[src/one_wire_pkg.sv]
// constants and types for the one-wire bus master
`default_nettype none

package one_wire_pkg;

  // ****************************************************************
  // clock and time base
  // ****************************************************************
  localparam int CLK_PERIOD_NS = 10;
  localparam int NS_PER_US = 1000;
  localparam int US_CYCLES = NS_PER_US / CLK_PERIOD_NS;
  localparam int PRE_W = 7;
  localparam logic [PRE_W-1:0] PRE_LAST = PRE_W'(US_CYCLES - 1);
  localparam logic [PRE_W-1:0] PRE_ZERO = 7'h00;

  // ****************************************************************
  // line timing, in microseconds
  // ****************************************************************
  localparam int CNT_W = 10;
  localparam logic [CNT_W-1:0] CNT_ZERO = 10'h000;
  localparam logic [CNT_W-1:0] CNT_ONE = 10'h001;
  localparam logic [CNT_W-1:0] RSTL_US = 10'd511;
  localparam logic [CNT_W-1:0] RSTH_US = 10'd512;
  localparam logic [CNT_W-1:0] WR0_LOW_US = 10'd100;
  localparam logic [CNT_W-1:0] LOW1_US = 10'd5;
  localparam logic [CNT_W-1:0] SLOT_US = 10'd117;
  localparam logic [CNT_W-1:0] READ_SAMPLE_US = 10'd13;
  localparam logic [CNT_W-1:0] PD_SETTLE_US = 10'd2;

  // ****************************************************************
  // fifo shape
  // ****************************************************************
  localparam int FIFO_DEPTH = 4;

  // ****************************************************************
  // command and answer words
  // ****************************************************************
  typedef enum logic [1:0] {
    OP_RESET = 2'h0,
    OP_WRITE = 2'h1,
    OP_READ = 2'h2
  } op_e;

  typedef struct packed {
    op_e op;
    logic wbit;
  } cmd_s;

  typedef struct packed {
    logic is_reset;
    logic rbit;
    logic absent;
  } rsp_s;

  localparam int RSP_W = $bits(rsp_s);

  typedef enum logic [5:0] {
    ST_IDLE = 6'h01,
    ST_RST_LOW = 6'h02,
    ST_RST_HIGH = 6'h04,
    ST_SLOT_LOW = 6'h08,
    ST_SLOT_REL = 6'h10,
    ST_PUSH = 6'h20
  } state_e;

endpackage : one_wire_pkg

`default_nettype wire

[src/ow_fifo.sv]
// small flip-flop fifo with valid/ready on both sides
`timescale 1ns/1ns
`default_nettype none

module ow_fifo #(
  parameter int WIDTH = 3,
  parameter int DEPTH = 4
) (
  input wire logic mclk,
  input wire logic rst,
  input wire logic in_valid,
  output logic in_ready,
  input wire logic [WIDTH-1:0] in_data,
  output logic out_valid,
  input wire logic out_ready,
  output logic [WIDTH-1:0] out_data
);

  localparam int AW = $clog2(DEPTH);
  localparam int CW = AW + 1;
  localparam logic [CW-1:0] FULL_CNT = CW'(DEPTH);
  localparam logic [AW-1:0] LAST_IDX = AW'(DEPTH - 1);

  logic [WIDTH-1:0] mem_q [DEPTH];
  logic [AW-1:0] wr_q, wr_d, rd_q, rd_d;
  logic [CW-1:0] cnt_q, cnt_d;
  logic push, pop;

  // ****************************************************************
  // pointers and fill level
  // ****************************************************************
  // honest flags straight from the count; no bypass, so a full
  // fifo refuses even when popping in the same cycle
  assign in_ready = (cnt_q != FULL_CNT);
  assign out_valid = (cnt_q != '0);
  assign push = in_valid && in_ready;
  assign pop = out_valid && out_ready;
  assign out_data = mem_q[rd_q];

  always_comb begin
    wr_d = wr_q;
    rd_d = rd_q;
    cnt_d = cnt_q;
    if (push) begin
      wr_d = (wr_q == LAST_IDX) ? '0 : wr_q + 1'b1;
    end
    if (pop) begin
      rd_d = (rd_q == LAST_IDX) ? '0 : rd_q + 1'b1;
    end
    if (push && !pop) begin
      cnt_d = cnt_q + 1'b1;
    end else if (pop && !push) begin
      cnt_d = cnt_q - 1'b1;
    end
  end

  always_ff @(posedge mclk or posedge rst) begin
    if (rst) begin
      wr_q <= '0;
      rd_q <= '0;
      cnt_q <= '0;
    end else begin
      wr_q <= wr_d;
      rd_q <= rd_d;
      cnt_q <= cnt_d;
    end
  end

  // ****************************************************************
  // storage
  // ****************************************************************
  // one register per entry, written only at its own index
  for (genvar i = 0; i < DEPTH; i++) begin : g_mem
    always_ff @(posedge mclk or posedge rst) begin
      if (rst) begin
        mem_q[i] <= '0;
      end else if (push && wr_q == AW'(i)) begin
        mem_q[i] <= in_data;
      end
    end
  end

endmodule : ow_fifo

`default_nettype wire

[src/one_wire_master.sv]
// one-wire bus master: reset/presence, write and read time slots
`timescale 1ns/1ns
`default_nettype none

module one_wire_master #(
  parameter logic [9:0] RSTL_TIME_US = 10'd511,
  parameter logic [9:0] RSTH_TIME_US = 10'd512
) (
  input wire logic mclk,
  input wire logic rst,
  // command side
  input wire logic cmd_valid,
  output logic cmd_ready,
  input wire one_wire_pkg::cmd_s cmd,
  // answer side, through the fifo
  output logic rsp_valid,
  input wire logic rsp_ready,
  output one_wire_pkg::rsp_s rsp,
  // status
  output logic busy,
  output logic absent,
  // open-drain line
  input wire logic owire_in,
  output logic owire_out,
  output logic owire_oe
);

  import one_wire_pkg::*;

  // ****************************************************************
  // declarations
  // ****************************************************************
  state_e state_q, state_d;
  logic [PRE_W-1:0] pre_q, pre_d;
  logic [CNT_W-1:0] cnt_q, cnt_d;
  cmd_s cur_q, cur_d;
  logic seen_q, seen_d;
  logic rbit_q, rbit_d;
  logic absent_q, absent_d;
  logic oe_q, oe_d;
  logic tick;
  logic restart;
  logic fifo_in_ready;
  logic fifo_in_valid;
  rsp_s fifo_in;
  logic [CNT_W-1:0] low_len;

  // true on the tick that closes microsecond number lim
  function automatic logic phase_end(
    input logic [CNT_W-1:0] cnt,
    input logic t,
    input logic [CNT_W-1:0] lim
  );
    phase_end = t && (cnt == lim - CNT_ONE);
  endfunction : phase_end

  // ****************************************************************
  // microsecond time base
  // ****************************************************************
  // the prescaler restarts with every command, and each phase ends on a tick, so each phase lasts
  // whole microseconds from its first cycle, not from a free tick
  assign tick = (pre_q == PRE_LAST);

  always_comb begin
    if (restart || tick) begin
      pre_d = PRE_ZERO;
    end else begin
      pre_d = pre_q + 1'b1;
    end
  end

  always_ff @(posedge mclk or posedge rst) begin
    if (rst) begin
      pre_q <= PRE_ZERO;
    end else begin
      pre_q <= pre_d;
    end
  end

  // ****************************************************************
  // low time of the current slot
  // ****************************************************************
  always_comb begin
    if (cur_q.op == OP_WRITE && !cur_q.wbit) begin
      low_len = WR0_LOW_US;
    end else begin
      low_len = LOW1_US;
    end
  end

  // ****************************************************************
  // sequencer
  // ****************************************************************
  // one command at a time; cmd_ready only in idle, so a full
  // answer fifo holds the sequencer in push and stalls the source
  always_comb begin
    state_d = state_q;
    cnt_d = cnt_q;
    cur_d = cur_q;
    seen_d = seen_q;
    rbit_d = rbit_q;
    absent_d = absent_q;
    oe_d = oe_q;
    restart = 1'b0;
    if (tick) begin
      cnt_d = cnt_q + CNT_ONE;
    end
    unique case (state_q)
      ST_IDLE: begin
        oe_d = 1'b0;
        cnt_d = CNT_ZERO;
        if (cmd_valid) begin
          cur_d = cmd;
          restart = 1'b1;
          oe_d = 1'b1;
          if (cmd.op == OP_RESET) begin
            state_d = ST_RST_LOW;
          end else begin
            state_d = ST_SLOT_LOW;
          end
        end
      end
      ST_RST_LOW: begin
        // line held low for the whole reset time
        if (phase_end(cnt_q, tick, RSTL_TIME_US)) begin
          state_d = ST_RST_HIGH;
          cnt_d = CNT_ZERO;
          oe_d = 1'b0;
          seen_d = 1'b0;
        end
      end
      ST_RST_HIGH: begin
        // skip the first microseconds while the pull-up recovers,
        // then any low level counts as a presence answer
        if (cnt_q >= PD_SETTLE_US && !owire_in) begin
          seen_d = 1'b1;
        end
        if (phase_end(cnt_q, tick, RSTH_TIME_US)) begin
          state_d = ST_PUSH;
          absent_d = !seen_d;
        end
      end
      ST_SLOT_LOW: begin
        // counter keeps running into the release phase so the
        // slot length covers low and release together
        if (phase_end(cnt_q, tick, low_len)) begin
          state_d = ST_SLOT_REL;
          oe_d = 1'b0;
        end
      end
      ST_SLOT_REL: begin
        if (cur_q.op == OP_READ &&
            phase_end(cnt_q, tick, READ_SAMPLE_US)) begin
          rbit_d = owire_in;
        end
        if (phase_end(cnt_q, tick, SLOT_US)) begin
          if (cur_q.op == OP_READ) begin
            state_d = ST_PUSH;
          end else begin
            state_d = ST_IDLE;
          end
        end
      end
      ST_PUSH: begin
        oe_d = 1'b0;
        if (fifo_in_ready) begin
          state_d = ST_IDLE;
        end
      end
      default: begin
        state_d = ST_IDLE;
        oe_d = 1'b0;
      end
    endcase
  end

  always_ff @(posedge mclk or posedge rst) begin
    if (rst) begin
      state_q <= ST_IDLE;
      cnt_q <= CNT_ZERO;
      cur_q <= '0;
      seen_q <= 1'b0;
      rbit_q <= 1'b0;
      absent_q <= 1'b0;
      oe_q <= 1'b0;
    end else begin
      state_q <= state_d;
      cnt_q <= cnt_d;
      cur_q <= cur_d;
      seen_q <= seen_d;
      rbit_q <= rbit_d;
      absent_q <= absent_d;
      oe_q <= oe_d;
    end
  end

  // ****************************************************************
  // answer path
  // ****************************************************************
  // reads and resets leave one word each; writes leave none
  assign fifo_in_valid = (state_q == ST_PUSH);
  assign fifo_in.is_reset = (cur_q.op == OP_RESET);
  assign fifo_in.rbit = (cur_q.op == OP_READ) ? rbit_q : 1'b0;
  assign fifo_in.absent = (cur_q.op == OP_RESET) ? absent_q : 1'b0;

  ow_fifo #(
    .WIDTH(RSP_W),
    .DEPTH(FIFO_DEPTH)
  ) u_fifo (
    .mclk(mclk),
    .rst(rst),
    .in_valid(fifo_in_valid),
    .in_ready(fifo_in_ready),
    .in_data(fifo_in),
    .out_valid(rsp_valid),
    .out_ready(rsp_ready),
    .out_data(rsp)
  );

  // ****************************************************************
  // outputs
  // ****************************************************************
  // open drain: only ever pull low, release by dropping the enable
  assign owire_out = 1'b0;
  assign owire_oe = oe_q;
  assign cmd_ready = (state_q == ST_IDLE);
  assign busy = (state_q != ST_IDLE);
  assign absent = absent_q;

endmodule : one_wire_master

`default_nettype wire

[config.mk]
export PLATFORM = sky130hd
export DESIGN_NAME = one_wire_master
export DESIGN_NICKNAME = d
export VERILOG_FILES = /design/src/one_wire_pkg.sv /design/src/ow_fifo.sv /design/src/one_wire_master.sv
export SDC_FILE = /design/constraint.sdc
export NUM_CORES = 1
export LEC_CHECK = 0
export BUFFER_PORTS_ARGS = -buffer_cell sky130_fd_sc_hd__buf_4
export CAP_MARGIN = 20
export CORE_MARGIN = 2
export CORE_UTILIZATION = 28
export CTS_BUF_LIST = sky130_fd_sc_hd__clkbuf_4
export DETAILED_ROUTE_END_ITERATION = 10
export PLACE_DENSITY_LB_ADDON = 0.2
export SYNTH_ARGS = -nofsm -noshare
export SYNTH_HDL_FRONTEND = slang
export SYNTH_HIERARCHICAL = 1
export SYNTH_SLANG_ARGS = --single-unit
[constraint.sdc]
create_clock -name mclk -period 5.25 [get_ports mclk]
set_input_delay 0.2625 -clock mclk [delete_from_list [all_inputs] [get_ports mclk]]
set_output_delay 0.2625 -clock mclk [all_outputs]
set_load 0.01 [all_outputs]
==> run metrics <==
top-count cell post-synth=dfrtp_1; starting density of the core=0.288; # IOs=17; DR vias/cell=4.78; Top Family by Delay on Critical Path=simple AND/OR/NAND/NOR gates; Max-cap violations=0; gr usage total=0.118; most area-hungry cell type in the Yosys netlist=dfrtp_1; Clock Skews=0.00652 ns; dpl hpwl=4.04 mm; async set-reset flop share out of synthesis=1.00; switching pwr=0.427 mW; worst min path class=in2reg; slew at the pin closest to its max-slew limit=0.721 ns; drt wl/cell=14.3 um; VDD IR max=0.000137 V; Setup crit end kind=register; final WL=5.38 mm; Avg Synthesized Cell Area=10.9 um2; post-CTS setup repair buffer count=0; drt pass-1 iters=4; Placeable Area=0.00920 mm2; Die X=101 um; Mapped Area=0.00265 mm2; Antenna diodes=0; crit start category=register; run status=complete, no violations; r2r startpoint=state_q[2]; largest cells by area after synthesis=dfrtp_1, mux2_2, nor2_1, ha_1, xnor2_1; Worst EP arrival=2.76 ns; fill count=949; Synth Register Bits=49; first-pass GRT wire length=9.40 mm; clock slew at reported path FFs=0.14 ns; Pint=0.731 mW; DR vias=1,798; dpl ws=2.80 ns; area of the die=0.0102 mm2; final core occ=0.321; minimum hold slack=0.0950 ns; crit-path max cell delay=0.46 ns; hold-fix buffers at CTS=1; drt first-iter violations=90; Tmin final=2.48 ns; row cnt=35; final max-slew violation count=0; R2R Path End=u_fifo/cnt_q[2]; endpoints failing setup=0; TNS Setup=0 ns; Final WS setup=2.77 ns; area grow syn2layout=11.3%; crit share post-route=0.472; number of synthesized flops with an enable pin=0; crit path buf inv count=1; Post-DRT Antenna Nets=0; crit-path max FO=6; CTS HTree Levels=2; Post-Syn Instances=244; Sequential Power Share=0.479; WP data required=5.54 ns; most frequent cells after synthesis=dfrtp_1, nor2_1, mux2_2; CP startpoint=state_q[2]; largest net degree at the start of global routing=31; crit path cell chain=nor2_1 -> and4b_1 -> nor2b_1 -> ha_1 -> inv_1 -> fa_1 -> xor2_1 -> nor2_1 -> xor2_1; top cell type's share of synthesized area=0.454; initial antenna violation count=0; CTS tree=yes; cts bufs inserted=5; Die Y-Extent=101 um; post-synthesis sequential area ratio=0.464; Reg2Reg Depth=9; synthesized net count=263; Yosys Warn Count=6; Max Root-Sink Buffers=2; layout net count=283; critical path type=reg2reg; clock sink count=49; PortBufs=15; total grt overflow=0; switching part of the total=0.369; RD Place Congestion=0.820; Peak Freq=404 MHz; RSZ-0062 raised after global routing=no; Power per Cell Area=393 mW/mm2; Power Total=1.16 mW; Crit path depth=9; highest-delay cell along the critical path=dfrtp_1; vias in the first global route=1,872; flop2flop setup slack=2.77 ns; DRC=0; combinational power share=0.362; Skew-Pair Late Insertion Delay=0.36 ns; Pleak=1.36 nW; Worst Setup EP=u_fifo/cnt_q[2]; Root Driver=clkbuf_4; clock share of power=0.159; final hold vios=0; CTS resizes=0; share of cells above drive strength 1=0.230; Top FF cell, synth=dfrtp_1; Rel. slew slack=0.519; Cell variety after synth=52
==> final cells by class <==
type                       instances  area (um2)  share of cell area
tap                              111         139              0.0471
inverter                          14        57.6              0.0195
clock inverter                     1        7.51             0.00255
clock buffer                       7        52.6              0.0178
sequential                        49        1230               0.416
multi-input combinational        177        1330               0.452
timing repair buffer              17         130              0.0441
==> routing by layer <==
metal	wire, um	GRT usage	up-vias	part of all wire
li1	-	-	891	-
met1	2670	0.168	878	0.50
met2	2470	0.178	22	0.46
met3	145	0.0255	7	0.027
met4	97	0.0426	0	0.018
met5	0	0	-	0
==> per-stage QoR <==
| stage | area [um2] | std cells |
|---|---|---|
| 6_report | 2950 | 376 |
| 5_1_grt | 2950 | 376 |
| 4_1_cts | 2950 | 376 |
| 3_5_place_dp | 2880 | 367 |
| 3_3_place_gp | 2880 | 367 |
| 2_1_floorplan | 2650 | 244 |
==> registers in the layout, indices dropped and copies added, names as in the netlist, 2 cells and up <==
signal and flops:
u_fifo/cnt_q 3, u_fifo/mem_q 12, state_q 6, cnt_q 10, u_fifo/rd_q 2, u_fifo/wr_q 2, cur_q 3, pre_q 7
==> cell usage in the layout (no fill, tap or decap), types with 2 or more instances in the layout <==
master / netlist / layout
clkbuf_4: 0 / 7
o31ai_1: 2 / 2
nor2_1: 36 / 36
inv_1: 13 / 13
o21ai_0: 7 / 7
a31o_2: 4 / 4
nand2_1: 17 / 17
nor4_1: 4 / 4
mux2_2: 18 / 18
and3b_1: 2 / 2
xor2_1: 7 / 7
and4b_1: 3 / 3
mux4_2: 3 / 3
ha_1: 10 / 10
nand4_1: 4 / 4
or3_1: 3 / 3
nand3_1: 7 / 7
xnor2_1: 11 / 11
nor3_1: 5 / 5
or4b_1: 2 / 2
nor4b_1: 2 / 2
dfrtp_1: 48 / 48
and3_1: 2 / 2
nand2b_1: 2 / 2
nand4b_1: 2 / 2
mux2_4: 3 / 3
buf_4: 1 / 16
==> cell families after synthesis <==
family | after synthesis | synth area share
flip-flops | 49 | 0.464
adder cells (fa/ha/maj) | 11 | 0.0548
buffers and inverters | 18 | 0.0326
other | 1 | 0.00142
multiplexers | 25 | 0.123
XOR/XNOR | 18 | 0.0595
AO/OA/AOI/OAI | 21 | 0.0567
AND/OR/NAND/NOR | 101 | 0.208
==> power by group through the flow <==
stage,combinational [mW],clock [mW],sequential (mW)
global route,0.476,0.214,0.572
detailed placement,0.421,0,0.563
finish,0.420,0.184,0.554
CTS,0.425,0.197,0.557
global placement,0.419,0,0.559
floorplan,0.334,0,0.536
==> how the worst min path moves through the flow <==
stage / startpoint / to / slack, ns / cells after the start
2_1_floorplan: rst / u_fifo/cnt_q[0] / 0.21 / 1
3_3_place_gp: rst / pre_q[0] / 0.39 / 3
3_5_place_dp: rst / pre_q[0] / 0.39 / 3
4_1_cts: cmd[2] / state_q[1] / 0.08 / 2
5_1_grt: cmd[2] / state_q[1] / 0.06 / 2
6_report: cmd_valid / state_q[0] / 0.1 / 2
No activity file was read; power rests on OpenSTA's default activity.
